$ cat config.mk
export PLATFORM = sky130hd
export DESIGN_NAME = port9_alt_function_mux
export DESIGN_NICKNAME = d
export VERILOG_FILES = /design/src/common/port9_mux_pkg.sv /design/src/rtl/port9_alt_function_mux.sv /design/src/rtl/port9_input_filter.sv
export SDC_FILE = /design/constraint.sdc
export NUM_CORES = 1
export LEC_CHECK = 0
export ABC_AREA = 1
export BUFFER_PORTS_ARGS = -buffer_cell sky130_fd_sc_hd__buf_2
export CAP_MARGIN = 20
export CORE_MARGIN = 2
export CORE_UTILIZATION = 46
export DETAILED_ROUTE_END_ITERATION = 16
export PLACE_DENSITY = 0.87
export SETUP_SLACK_MARGIN = 0.05
export SLEW_MARGIN = 10
export SYNTH_ARGS = -nofsm -noshare
export SYNTH_HDL_FRONTEND = slang
export SYNTH_SLANG_ARGS = --single-unit
$ cat constraint.sdc
create_clock -name SYS_CLK -period 4.5 [get_ports SYS_CLK]
set_clock_uncertainty 0.1 [all_clocks]
set_input_delay 0.675 -clock SYS_CLK [delete_from_list [all_inputs] [get_ports SYS_CLK]]
set_output_delay 0.675 -clock SYS_CLK [all_outputs]
set_load 0.01 [all_outputs]
$ cat src/common/port9_mux_pkg.sv
package port9_mux_pkg;

    // ----------------------------------------
    // Pin and code layout
    // ----------------------------------------
    localparam int PIN_COUNT = 16;
    // Pins that own a select-extension bit (0-7, 14, 15)
    localparam logic [15:0] EXT_PRESENT_MASK = 16'hc0ff;

    typedef enum logic [1:0] {
        CODE_ADDR = 2'b00,
        CODE_F1 = 2'b01,
        CODE_F2 = 2'b10,
        CODE_F3 = 2'b11
    } func_code_t;

    // ----------------------------------------
    // Peripheral input function indexes
    // ----------------------------------------
    localparam int FIN_COUNT = 20;
    localparam int FIN_KEY6 = 0;
    localparam int FIN_KEY7 = 1;
    localparam int FIN_UART1_RX = 2;
    localparam int FIN_I2C_DATA = 3;
    localparam int FIN_I2C_CLOCK = 4;
    localparam int FIN_T4C1 = 5;
    localparam int FIN_T4C0 = 6;
    localparam int FIN_T3C1 = 7;
    localparam int FIN_T3C0 = 8;
    localparam int FIN_T2C1 = 9;
    localparam int FIN_T2C0 = 10;
    localparam int FIN_S1_DATA = 11;
    localparam int FIN_S1_CLOCK = 12;
    localparam int FIN_S3_DATA = 13;
    localparam int FIN_S3_CLOCK = 14;
    localparam int FIN_INT4 = 15;
    localparam int FIN_INT5 = 16;
    localparam int FIN_INT6 = 17;
    localparam int FIN_T5C1 = 18;
    localparam int FIN_T5C0 = 19;

    // ----------------------------------------
    // Reset and idle values
    // ----------------------------------------
    // Level a deselected input function sees: UART and I2C idle high, rest low
    localparam logic [19:0] FIN_IDLE = 20'h0001c;
    localparam logic [15:0] PIN_OUT_RESET = 16'h0000;
    localparam logic [15:0] PIN_OE_RESET = 16'h0000;
    localparam logic [15:0] PIN_LEVEL_RESET = 16'h0000;
    localparam int SYNC_STAGES = 3;

endpackage

$ cat src/rtl/port9_alt_function_mux.sv
`timescale 1ns/10ps
`default_nettype none

module port9_alt_function_mux
    import port9_mux_pkg::*;
(
    // Clock and reset
    input wire logic SYS_CLK,
    input wire logic RST,
    // Pin control bits
    input wire logic [15:0] ALT_MODE_SELECT,
    input wire logic [15:0] FUNC_SELECT,
    input wire logic [15:0] FUNC_SELECT_EXT,
    input wire logic [15:0] OPEN_DRAIN_CTRL,
    // General-purpose port (direction 1 means input)
    input wire logic [15:0] PORT_LATCH,
    input wire logic [15:0] PORT_DIR,
    // External address bus
    input wire logic [15:0] ADDR_BUS_OUT,
    // Peripheral outputs toward pins
    input wire logic UART1_TRANSMIT_OUT,
    input wire logic I2C_DATA_LINE_OUT,
    input wire logic I2C_CLOCK_LINE_OUT,
    input wire logic TIMER4_CH1_OUTPUT,
    input wire logic TIMER4_CH0_OUTPUT,
    input wire logic TIMER3_CH1_OUTPUT,
    input wire logic TIMER3_CH0_OUTPUT,
    input wire logic TIMER2_CH1_OUTPUT,
    input wire logic TIMER2_CH0_OUTPUT,
    input wire logic TIMER5_CH1_OUTPUT,
    input wire logic TIMER5_CH0_OUTPUT,
    input wire logic SERIAL1_DATA_OUT,
    input wire logic SERIAL1_CLOCK_OUT,
    input wire logic SERIAL1_CLOCK_OE,
    input wire logic SERIAL3_DATA_OUT,
    input wire logic SERIAL3_CLOCK_OUT,
    input wire logic SERIAL3_CLOCK_OE,
    // Peripheral inputs from pins
    output logic KEY_RETURN_IN_6,
    output logic KEY_RETURN_IN_7,
    output logic UART1_RECEIVE_IN,
    output logic I2C_DATA_LINE_IN,
    output logic I2C_CLOCK_LINE_IN,
    output logic TIMER4_CH1_INPUT,
    output logic TIMER4_CH0_INPUT,
    output logic TIMER3_CH1_INPUT,
    output logic TIMER3_CH0_INPUT,
    output logic TIMER2_CH1_INPUT,
    output logic TIMER2_CH0_INPUT,
    output logic SERIAL1_DATA_IN,
    output logic SERIAL1_CLOCK_IN,
    output logic SERIAL3_DATA_IN,
    output logic SERIAL3_CLOCK_IN,
    output logic EXT_INTERRUPT_4,
    output logic EXT_INTERRUPT_5,
    output logic EXT_INTERRUPT_6,
    output logic TIMER5_CH1_INPUT,
    output logic TIMER5_CH0_INPUT,
    // Pins
    input wire logic [15:0] PIN_IN,
    output logic [15:0] PIN_OUT,
    output logic [15:0] PIN_OE
);

    // ----------------------------------------
    // Per-pin function code
    // ----------------------------------------
    func_code_t code [PIN_COUNT];
    logic [15:0] alt;
    logic [15:0] alt_val;
    logic [15:0] alt_en;
    logic [15:0] out_next;
    logic [15:0] oe_next;
    logic [15:0] pin_lvl;
    logic [15:0] out_reg;
    logic [15:0] oe_reg;
    logic [FIN_COUNT-1:0] fin_src;
    logic [FIN_COUNT-1:0] fin_sel;
    logic [FIN_COUNT-1:0] fin_next;
    logic [FIN_COUNT-1:0] fin_reg;

    assign alt = ALT_MODE_SELECT;

    genvar i;
    generate
        for (i = 0; i < PIN_COUNT; i++) begin : g_pin
            // Pins without an extension bit read it as 0
            assign code[i] = func_code_t'({FUNC_SELECT_EXT[i] & EXT_PRESENT_MASK[i], FUNC_SELECT[i]});
            // Alternate mode takes only the function code, never latch or direction
            assign out_next[i] = alt[i] ? alt_val[i] : PORT_LATCH[i];
            // Open drain only ever pulls low; a high level releases the pin
            assign oe_next[i] = (alt[i] ? alt_en[i] : ~PORT_DIR[i])
                & (~OPEN_DRAIN_CTRL[i] | ~out_next[i]);
        end
    endgenerate

    // ----------------------------------------
    // Output selection per pin
    // ----------------------------------------
    assign alt_val[0] = (code[0] == CODE_ADDR) ? ADDR_BUS_OUT[0] :
        (code[0] == CODE_F2) ? UART1_TRANSMIT_OUT : I2C_DATA_LINE_OUT;
    assign alt_en[0] = (code[0] != CODE_F1);
    assign alt_val[1] = (code[1] == CODE_ADDR) ? ADDR_BUS_OUT[1] : I2C_CLOCK_LINE_OUT;
    assign alt_en[1] = (code[1] == CODE_ADDR) || (code[1] == CODE_F3);
    assign alt_val[2] = (code[2] == CODE_ADDR) ? ADDR_BUS_OUT[2] : TIMER4_CH1_OUTPUT;
    assign alt_val[3] = (code[3] == CODE_ADDR) ? ADDR_BUS_OUT[3] : TIMER4_CH0_OUTPUT;
    assign alt_val[4] = (code[4] == CODE_ADDR) ? ADDR_BUS_OUT[4] : TIMER3_CH1_OUTPUT;
    assign alt_val[5] = (code[5] == CODE_ADDR) ? ADDR_BUS_OUT[5] : TIMER3_CH0_OUTPUT;
    generate
        for (i = 2; i < 6; i++) begin : g_timer_en
            assign alt_en[i] = (code[i] == CODE_ADDR) || (code[i] == CODE_F2);
        end
    endgenerate
    assign alt_val[6] = (code[6] == CODE_ADDR) ? ADDR_BUS_OUT[6] : TIMER2_CH1_OUTPUT;
    assign alt_en[6] = (code[6] == CODE_ADDR) || (code[6] == CODE_F3);
    assign alt_val[7] = (code[7] == CODE_ADDR) ? ADDR_BUS_OUT[7] : TIMER2_CH0_OUTPUT;
    assign alt_en[7] = (code[7] == CODE_ADDR) || (code[7] == CODE_F3);
    assign alt_val[8] = (code[8] == CODE_ADDR) ? ADDR_BUS_OUT[8] : SERIAL1_DATA_OUT;
    assign alt_en[8] = 1'b1;
    assign alt_val[9] = (code[9] == CODE_ADDR) ? ADDR_BUS_OUT[9] : SERIAL1_CLOCK_OUT;
    assign alt_en[9] = (code[9] == CODE_ADDR) || SERIAL1_CLOCK_OE;
    assign alt_val[10] = ADDR_BUS_OUT[10];
    assign alt_en[10] = (code[10] == CODE_ADDR);
    assign alt_val[11] = (code[11] == CODE_ADDR) ? ADDR_BUS_OUT[11] : SERIAL3_DATA_OUT;
    assign alt_en[11] = 1'b1;
    assign alt_val[12] = (code[12] == CODE_ADDR) ? ADDR_BUS_OUT[12] : SERIAL3_CLOCK_OUT;
    assign alt_en[12] = (code[12] == CODE_ADDR) || SERIAL3_CLOCK_OE;
    assign alt_val[13] = ADDR_BUS_OUT[13];
    assign alt_en[13] = (code[13] == CODE_ADDR);
    assign alt_val[14] = (code[14] == CODE_ADDR) ? ADDR_BUS_OUT[14] : TIMER5_CH1_OUTPUT;
    assign alt_en[14] = (code[14] == CODE_ADDR) || (code[14] == CODE_F3);
    assign alt_val[15] = (code[15] == CODE_ADDR) ? ADDR_BUS_OUT[15] : TIMER5_CH0_OUTPUT;
    assign alt_en[15] = (code[15] == CODE_ADDR) || (code[15] == CODE_F3);

    // ----------------------------------------
    // Input routing
    // ----------------------------------------
    port9_input_filter #(
        .WIDTH(PIN_COUNT)
    ) u_filter (
        .clk(SYS_CLK),
        .rst(RST),
        .d(PIN_IN),
        .q(pin_lvl)
    );

    // Key return 7 is shared with UART1 receive under code 10; software keeps them apart
    assign fin_src[FIN_KEY6] = pin_lvl[0];
    assign fin_sel[FIN_KEY6] = alt[0] && (code[0] == CODE_F1);
    assign fin_src[FIN_KEY7] = pin_lvl[1];
    assign fin_sel[FIN_KEY7] = alt[1] && ((code[1] == CODE_F1) || (code[1] == CODE_F2));
    assign fin_src[FIN_UART1_RX] = pin_lvl[1];
    assign fin_sel[FIN_UART1_RX] = alt[1] && (code[1] == CODE_F2);
    assign fin_src[FIN_I2C_DATA] = pin_lvl[0];
    assign fin_sel[FIN_I2C_DATA] = alt[0] && (code[0] == CODE_F3);
    assign fin_src[FIN_I2C_CLOCK] = pin_lvl[1];
    assign fin_sel[FIN_I2C_CLOCK] = alt[1] && (code[1] == CODE_F3);
    generate
        for (i = 0; i < 4; i++) begin : g_timer_in
            assign fin_src[FIN_T4C1 + i] = pin_lvl[2 + i];
            assign fin_sel[FIN_T4C1 + i] = alt[2 + i] && (code[2 + i] == CODE_F1);
        end
    endgenerate
    assign fin_src[FIN_T2C1] = pin_lvl[6];
    assign fin_sel[FIN_T2C1] = alt[6] && (code[6] == CODE_F2);
    assign fin_src[FIN_T2C0] = pin_lvl[7];
    assign fin_sel[FIN_T2C0] = alt[7] && (code[7] == CODE_F2);
    assign fin_src[FIN_S1_DATA] = pin_lvl[7];
    assign fin_sel[FIN_S1_DATA] = alt[7] && (code[7] == CODE_F1);
    assign fin_src[FIN_S1_CLOCK] = pin_lvl[9];
    assign fin_sel[FIN_S1_CLOCK] = alt[9] && (code[9] == CODE_F1);
    assign fin_src[FIN_S3_DATA] = pin_lvl[10];
    assign fin_sel[FIN_S3_DATA] = alt[10] && (code[10] == CODE_F1);
    assign fin_src[FIN_S3_CLOCK] = pin_lvl[12];
    assign fin_sel[FIN_S3_CLOCK] = alt[12] && (code[12] == CODE_F1);
    assign fin_src[FIN_INT4] = pin_lvl[13];
    assign fin_sel[FIN_INT4] = alt[13] && (code[13] == CODE_F1);
    assign fin_src[FIN_INT5] = pin_lvl[14];
    assign fin_sel[FIN_INT5] = alt[14] && (code[14] == CODE_F1);
    assign fin_src[FIN_INT6] = pin_lvl[15];
    assign fin_sel[FIN_INT6] = alt[15] && (code[15] == CODE_F1);
    assign fin_src[FIN_T5C1] = pin_lvl[14];
    assign fin_sel[FIN_T5C1] = alt[14] && (code[14] == CODE_F2);
    assign fin_src[FIN_T5C0] = pin_lvl[15];
    assign fin_sel[FIN_T5C0] = alt[15] && (code[15] == CODE_F2);

    // Deselected inputs rest at their idle level so no stray edge reaches a peripheral
    assign fin_next = (fin_sel & fin_src) | (~fin_sel & FIN_IDLE);

    // ----------------------------------------
    // Output registers
    // ----------------------------------------
    always_ff @(posedge SYS_CLK or posedge RST) begin
        if (RST) begin
            out_reg <= PIN_OUT_RESET;
            oe_reg <= PIN_OE_RESET;
            fin_reg <= FIN_IDLE;
        end else begin
            out_reg <= out_next;
            oe_reg <= oe_next;
            fin_reg <= fin_next;
        end
    end

    assign PIN_OUT = out_reg;
    assign PIN_OE = oe_reg;
    assign KEY_RETURN_IN_6 = fin_reg[FIN_KEY6];
    assign KEY_RETURN_IN_7 = fin_reg[FIN_KEY7];
    assign UART1_RECEIVE_IN = fin_reg[FIN_UART1_RX];
    assign I2C_DATA_LINE_IN = fin_reg[FIN_I2C_DATA];
    assign I2C_CLOCK_LINE_IN = fin_reg[FIN_I2C_CLOCK];
    assign TIMER4_CH1_INPUT = fin_reg[FIN_T4C1];
    assign TIMER4_CH0_INPUT = fin_reg[FIN_T4C0];
    assign TIMER3_CH1_INPUT = fin_reg[FIN_T3C1];
    assign TIMER3_CH0_INPUT = fin_reg[FIN_T3C0];
    assign TIMER2_CH1_INPUT = fin_reg[FIN_T2C1];
    assign TIMER2_CH0_INPUT = fin_reg[FIN_T2C0];
    assign SERIAL1_DATA_IN = fin_reg[FIN_S1_DATA];
    assign SERIAL1_CLOCK_IN = fin_reg[FIN_S1_CLOCK];
    assign SERIAL3_DATA_IN = fin_reg[FIN_S3_DATA];
    assign SERIAL3_CLOCK_IN = fin_reg[FIN_S3_CLOCK];
    assign EXT_INTERRUPT_4 = fin_reg[FIN_INT4];
    assign EXT_INTERRUPT_5 = fin_reg[FIN_INT5];
    assign EXT_INTERRUPT_6 = fin_reg[FIN_INT6];
    assign TIMER5_CH1_INPUT = fin_reg[FIN_T5C1];
    assign TIMER5_CH0_INPUT = fin_reg[FIN_T5C0];

    // ----------------------------------------
    // Checks
    // ----------------------------------------
    a_addr_ignores_latch: assert property (@(posedge SYS_CLK) disable iff (RST)
        alt[3] && (code[3] == CODE_ADDR) && !OPEN_DRAIN_CTRL[3]
        |=> PIN_OUT[3] == $past(ADDR_BUS_OUT[3]) && PIN_OE[3])
        else $error("pin 3 address mode does not follow address bus");
    a_uart_tx_pin0: assert property (@(posedge SYS_CLK) disable iff (RST)
        alt[0] && (code[0] == CODE_F2) |=> PIN_OUT[0] == $past(UART1_TRANSMIT_OUT))
        else $error("pin 0 does not carry UART1 transmit");
    a_key7_shares_rx: assert property (@(posedge SYS_CLK) disable iff (RST)
        alt[1] && (code[1] == CODE_F2) |=> KEY_RETURN_IN_7 == UART1_RECEIVE_IN)
        else $error("key return 7 not fed from UART1 receive");
    a_capture_in_pin2: assert property (@(posedge SYS_CLK) disable iff (RST)
        alt[2] && (code[2] == CODE_F1) |=> !PIN_OE[2] && TIMER4_CH1_INPUT == $past(pin_lvl[2]))
        else $error("pin 2 capture input routing wrong");
    a_timer2_out_pin6: assert property (@(posedge SYS_CLK) disable iff (RST)
        alt[6] && (code[6] == CODE_F3) |=> PIN_OUT[6] == $past(TIMER2_CH1_OUTPUT))
        else $error("pin 6 does not carry timer2 ch1 output");
    a_serial1_in_pin7: assert property (@(posedge SYS_CLK) disable iff (RST)
        alt[7] && (code[7] == CODE_F1) |=> SERIAL1_DATA_IN == $past(pin_lvl[7]) && !PIN_OE[7])
        else $error("pin 7 serial1 data input routing wrong");
    a_serial1_out_pin8: assert property (@(posedge SYS_CLK) disable iff (RST)
        alt[8] && FUNC_SELECT[8] |=> PIN_OUT[8] == $past(SERIAL1_DATA_OUT))
        else $error("pin 8 does not carry serial1 data output");
    a_int4_idle: assert property (@(posedge SYS_CLK) disable iff (RST)
        alt[13] && !FUNC_SELECT[13] |=> EXT_INTERRUPT_4 == FIN_IDLE[FIN_INT4]
        && PIN_OE[13] == $past(~OPEN_DRAIN_CTRL[13] | ~ADDR_BUS_OUT[13]))
        else $error("pin 13 interrupt not isolated in address mode");
    a_int5_pin14: assert property (@(posedge SYS_CLK) disable iff (RST)
        alt[14] && (code[14] == CODE_F1) |=> EXT_INTERRUPT_5 == $past(pin_lvl[14]))
        else $error("pin 14 interrupt 5 routing wrong");
    a_gpio_latch: assert property (@(posedge SYS_CLK) disable iff (RST)
        !alt[5] |=> PIN_OUT[5] == $past(PORT_LATCH[5]) && TIMER3_CH0_INPUT == FIN_IDLE[FIN_T3C0])
        else $error("pin 5 not under port control");
    a_open_drain_low: assert property (@(posedge SYS_CLK) disable iff (RST)
        OPEN_DRAIN_CTRL[0] && out_next[0] |=> !PIN_OE[0])
        else $error("open drain pin 0 driven high");

endmodule

`default_nettype wire

$ cat src/rtl/port9_input_filter.sv
`timescale 1ns/10ps
`default_nettype none

module port9_input_filter
    import port9_mux_pkg::*;
#(
    parameter int WIDTH = PIN_COUNT
) (
    // Clock and reset
    input wire logic clk,
    input wire logic rst,
    // Raw and filtered levels
    input wire logic [WIDTH-1:0] d,
    output logic [WIDTH-1:0] q
);

    generate
        if (WIDTH < 1) begin : g_bad_width
            $error("port9_input_filter: WIDTH must be at least 1");
        end
    endgenerate

    logic [WIDTH-1:0] s1_reg;
    logic [WIDTH-1:0] s2_reg;
    logic [WIDTH-1:0] s3_reg;
    logic [WIDTH-1:0] q_reg;
    logic [WIDTH-1:0] agree;

    // A change counts only once stages two and three agree
    assign agree = ~(s2_reg ^ s3_reg);
    assign q = q_reg;

    always_ff @(posedge clk or posedge rst) begin
        if (rst) begin
            s1_reg <= '0;
            s2_reg <= '0;
            s3_reg <= '0;
            q_reg <= '0;
        end else begin
            s1_reg <= d;
            s2_reg <= s1_reg;
            s3_reg <= s2_reg;
            q_reg <= (agree & s3_reg) | (~agree & q_reg);
        end
    end

endmodule

`default_nettype wire
Word-level counts from Yosys, hierarchy flattened
Cells that the tools add are included.
Widths: inputs -> output; s select.
{ "word_totals": {"out_inout_bits": 52, "word_cells": 217, "in_bits": 147, "memories": 0, "ram_bits": 0, "mem_bits_ro": 0, "latchBits": 0, "register_bits": 116} }
{ "classes": {"add_sub_neg": 0, "mul": 0, "magnitude_cmp": 0, "reduce_logical": 48, "eq_ne": 26, "n_div": 0, "mux": 47, "shifts": 0, "n_bitwise": 89} }
{ "ops": {"columns": ["op", "n"], "rows": [
  ["$not 1->1", 48],
  ["$mux 1", 47],
  ["$and 16x16->16", 2],
  ["$eq 2x2->1 const B", 16],
  ["$logic_not 2->1", 16],
  ["$not 16->16", 2],
  ["$and 20x20->20", 1],
  ["$logic_and 1x1->1", 20],
  ["$or 20x5->20", 1],
  ["$eq 2x1->1 const B", 9],
  ["$and 1x1->1", 16],
  ["$or 1x1->1", 16],
  ["$or 16x16->16", 1],
  ["$xor 16x16->16", 1],
  ["$logic_or 1x1->1", 12],
  ["$not 5->5", 1],
  ["$ne 2x1->1 const B", 1]
]} }

Logic depth before layout (Yosys ltp)
{ "depth": {"word_depth": 7, "mapped_depth": 8, "depth_no_buf": 8} }

By module
Synthesis repeated with hierarchy kept, for this count alone.
{ "hier_totals": {"cells_unflattened": 405, "hier_area_um2": 4350.4} }
{ "by_module_without_submodules": {"columns": ["mod", "seq_area_each_um2", "cells_each", "area_each_um2", "instances"], "rows": [
  ["port9_alt_function_mux", 1305.0, 276, 2484.9, 1],
  ["port9_input_filter", 1601.5, 129, 1865.5, 1]
]} }

Least setup slack after synthesis
OpenSTA, ideal clock, no wires.
{ "synth_timing": {"path_type": "input to register", "from": "in FUNC_SELECT[1]", "to": "reg oe_reg[1], in the netlist PIN_OE[1]", "path_slack_ps": 3066, "setup_ps": 113, "n_path_buf": 0, "stages": 8, "arrival_time_ps": 1221, "required_time_ps": 4287, "cell_sequence": "inv_1 ha_1 inv_1 nand2_1 nand3_1 o211ai_1 nand2_1 inv_1"} }
{ "synth_between": {"elab_chain_cells": 6, "elab_cells_between_ends": 9, "cone_classes": "1 x eq/ne; 3 x mux; 3 x bitwise; 2 x reduce/logical"} }
{ "synth_rtl": {"columns": ["item", "line", "text"], "rows": [
  ["from (decl)", "port9_alt_function_mux.sv:12", "input wire logic [15:0] FUNC_SELECT,"],
  ["$logic_not 2->1", "port9_alt_function_mux.sv:103, port9_alt_function_mux.sv:104", null],
  ["$mux 1", "port9_alt_function_mux.sv:103", "assign alt_val[1] = (code[1] == CODE_ADDR) ? ADDR_BUS_OUT[1] : I2C_CLOCK_LINE_OUT;"],
  ["$mux 1", "port9_alt_function_mux.sv:90", "assign out_next[i] = alt[i] ? alt_val[i] : PORT_LATCH[i];"],
  ["$not 1->1", "port9_alt_function_mux.sv:93", "& (~OPEN_DRAIN_CTRL[i] | ~out_next[i]);"],
  ["$or 1x1->1", "port9_alt_function_mux.sv:93", null],
  ["$and 1x1->1 *", "port9_alt_function_mux.sv:93", null],
  ["net oe_next[1]", "port9_alt_function_mux.sv:73", "logic [15:0] oe_next;"],
  ["to (signal assigned)", "port9_alt_function_mux.sv:200", "oe_reg <= oe_next;"],
  ["to (decl)", "port9_alt_function_mux.sv:76", "logic [15:0] oe_reg;"]
]} }
Mark *: on every way through the listed nets, which the timed path passes. The rest lies on a longest branch.

Final worst setup path
{ "layout_timing": {"from": "reg fin_reg[3]", "to": "out I2C_DATA_LINE_IN"} }
{ "layout_rtl": {"columns": ["item", "line", "text"], "rows": [
  ["from (decl)", "port9_alt_function_mux.sv:80", "logic [FIN_COUNT-1:0] fin_reg;"],
  ["from (signal assigned)", "port9_alt_function_mux.sv:201", "fin_reg <= fin_next;"],
  ["to (decl)", "port9_alt_function_mux.sv:42", "output logic I2C_DATA_LINE_IN,"]
]} }
No word-level cell between the ends.

==> run_results.csv <==
group,metric,value,unit
status,status,"finished, final reports clean",
global_route,globalRoute.totalOverflow,0,
sta,maxSlewViolCount,0,
synthesis,synth_largest_type_area_fraction,0.651,
synthesis,synth.avg_cell_area,11.7,um^2
synthesis,synthDistinctLibCells,25,
synthesis,synth_top_cell_by_area,"dfrtp_1",
floorplanning,floorplan.initialDensity,0.470,
power_and_ir_drop,power_density_over_cell_area,351,mW/mm^2
cts,numCtsBuffers,9,
drt,route.vias.total,3061,
cts,clock_sink_count,108,
cts,clkTransAtPathRegs,0.10,ns
cts,hold_fix_buffers_cts,0,
synthesis,yosysSeqAreaShare,0.670,
drt,drt_pass1_iterations,6,
cts,tritoncts,"built",
setup_path,worst-r2r-setup-slack,3.53,ns
synthesis,synth-seq-cells,108,
setup_path,worstReg2RegStart,"u_filter.s2_reg[12]",
synthesis,compound_gate_fraction_of_synth_area,0.0617,
drt,route.detailed.vias_per_inst,4.63,
synthesis,async_reset_ff_frac,1.00,
cts,cts_htree_levels,3,
sta,finalSetupViolCount,0,
drt,drt_iter0_markers,36,
finish,share_of_layout_cells_above_drive_strength_1,0.410,
sta,hold_viol_final,0,
synthesis,synthSimpleGateAreaFrac,0.124,
floorplanning,dieArea,0.00954,mm^2
placed_design,io_buffer_count,190,
global_route,grt_use_total,0.177,
hold_path,hp-class,"reg2reg",
setup_path,critical_path.endpoint,"I2C_DATA_LINE_IN",
synthesis,ys.warnings.count,0,
sta,timing.max_slew.rel_slack,0.535,
cts,cts_repair_resize_count,0,
drt,route.antenna.remaining_nets,0,
synthesis,synth_top_family_by_area,"simple AND/OR/NAND/NOR gates",
power_and_ir_drop,p_leak,0.00295,uW
setup_path,crit_cells,1,
run,cap_viol_max_count,0,
setup_path,worst_r2r_path_depth,1,
drt,post-route-drc-count,0,
setup_path,setup.worst_path.class,"reg2out",
placed_design,dp_hpwl,6450,um
setup_path,endpoint_kind,"primary output",
synthesis,synth-edff-count,0,
setup_path,arrival,1.00,ns
drt,post_drt_wl_per_cell,12.2,um
setup_path,worst_setup_path_startpoint,"fin_reg[3]",
synthesis,synth_top_cells_by_area,"dfrtp_1 65%, nand2_1 6.5%, inv_1 4.7%",
drt,wl,8030,um
sta,rsz0062_at_grt,"no",
setup_path,critical_path.max_fanout,1,
finish,finish.utilization,0.620,
floorplanning,core_region_area,0.00859,mm^2
floorplanning,floorplan.die.height,97.7,um
sta,min_period,1.78,ns
synthesis,syn_area,0.00404,mm^2
power_and_ir_drop,max-vdd-ir-drop,189,uV
finish,total_nets_final,709,
synthesis,synth_top_flop_cell,"dfrtp_1",
setup_path,slowest_delay,0.54,ns
floorplanning,io_pins,199,
cts,clock_path_buffers,2,
finish,n_antenna_cell,0,
global_route,pin_count_of_the_biggest_net_entering_global_routing,59,
floorplanning,dieWidth,97.7,um
synthesis,synth_nets,507,
sta,maximum_clock_frequency,0.562,GHz
synthesis,yosys-mux-area-fraction,0.0124,
cts,worst_skew_pair.late_latency,0.35,ns
finish,areaGrowthSynthToFinish,32.1,%
cts,post_cts_setup_repair_buffer_count,0,
cts,cts.root.buffer_cell,"clkbuf_8",
sta,tightest_slew,0.698,ns
synthesis,yosys.area_share.xor_xnor,0,
global_route,grt_antenna_before_repair,0,
global_route,grt_first_pass_wirelength,13800,um
synthesis,netlist_instances,346,
global_route,vias_in_the_first_global_route,3299,
synthesis,yosys-top-cells-count,"105 x dfrtp_1, 70 x nand2_1, 51 x inv_1, 15 x nand3_1, 15 x nor2_1",
floorplanning,fp-row-count,34,
setup_path,worstPathBufferInverterCount,1,
synthesis,yosysMostFrequentCell,"dfrtp_1",
placed_design,gpl_wtd_cong,0.772,
setup_path,start_kind,"flip-flop",
setup_path,category_of_cells_accounting_for_the_largest_share_of_critical_path_delay,"flip-flops",
setup_path,cpMaxStageDelayCell,"dfstp_2",
synthesis,post_synth_fa_ha_maj_area_fraction,0.0781,
sta,post-route-period-util,0.395,
setup_path,worstPathCellList,"buf_2",
sta,setup_tns,0,ns
finish,fillers,695,
setup_path,worst-endpoint-required,3.72,ns
## stage by stage
| stage | hold slack, ns | cells | power [uW] | setup slack (ns) | area (um^2) |
|---|---|---|---|---|---|
| finish | 0.249 | 661 | 1870 | 2.72 | 5330 |
| global route | 0.261 | 661 | 1970 | 2.68 | 5330 |
| CTS | 0.258 | 661 | 1900 | 2.70 | 5330 |
| detailed placement | 0.235 | 645 | 1320 | 2.86 | 5130 |
| global placement | 0.231 | 645 | 1300 | 2.93 | 5130 |
| floorplan | 0.231 | 346 | 1190 | 0.884 | 4040 |
## metal layers
layer | GRT usage | up-vias | share of wire
met5 | 0 | - | 0
met1 | 0.195 | 1423 | 0.38
met3 | 0.0468 | 19 | 0.074
met4 | 0.0652 | 0 | 0.023
met2 | 0.327 | 127 | 0.53
li1 | - | 1492 | -
## layout make-up
| class | count | area [um^2] | share of cell area |
|---|---|---|---|
| inverters | 55 | 209 | 0.0392 |
| flip-flops and latches | 108 | 2710 | 0.508 |
| clock inverters | 7 | 75.1 | 0.0141 |
| multi-input cells | 182 | 1120 | 0.209 |
| well taps | 108 | 135 | 0.0253 |
| repair buffers | 192 | 966 | 0.181 |
| clock buffers | 9 | 124 | 0.0232 |
## where the power goes
part,switching (uW),internal [uW],leakage [uW]
combinational,128,111,0.00156
clock,314,259,0.0000918
sequential,22.1,1030,0.00129
total,464,1410,0.00295
## logic make-up (layout without fill, tap and decap cells)
kind of cell,count (synthesis),after routing
mux,5,5
compound gates,35,35
fa+ha+maj,28,28
flops,108,108
simple gates,114,114
buf+inv,56,263
## how the worst min path moves through the flow
stage | end | slack, ns | depth (start not counted) | startpoint
2_1_floorplan | u_filter.s2_reg[0] | 0.23 | 0 | u_filter.s1_reg[0]
3_3_place_gp | u_filter.s2_reg[12] | 0.23 | 0 | u_filter.s1_reg[12]
3_5_place_dp | u_filter.s2_reg[14] | 0.23 | 0 | u_filter.s1_reg[14]
4_1_cts | u_filter.s2_reg[14] | 0.26 | 0 | u_filter.s1_reg[14]
5_1_grt | u_filter.s2_reg[9] | 0.26 | 0 | u_filter.s1_reg[9]
6_report | u_filter.s2_reg[12] | 0.25 | 0 | u_filter.s1_reg[12]
## layout by cell type, fill, tap and decap left out, types with 4 or more instances in the layout
cell,synthesis,layout
nand2_1,70,70
a21oi_2,5,5
nor2_1,15,15
o21a_1,9,9
clkbuf_8,0,9
inv_1,51,50
a21oi_1,4,4
dfrtp_1,105,105
buf_2,0,190
nor3b_1,4,4
o21bai_1,4,4
inv_2,4,4
maj3_1,14,14
mux2i_1,5,5
nand3_1,15,15
o211ai_1,9,9
ha_1,14,14
Note: power is estimated with default switching activity, not from simulation.
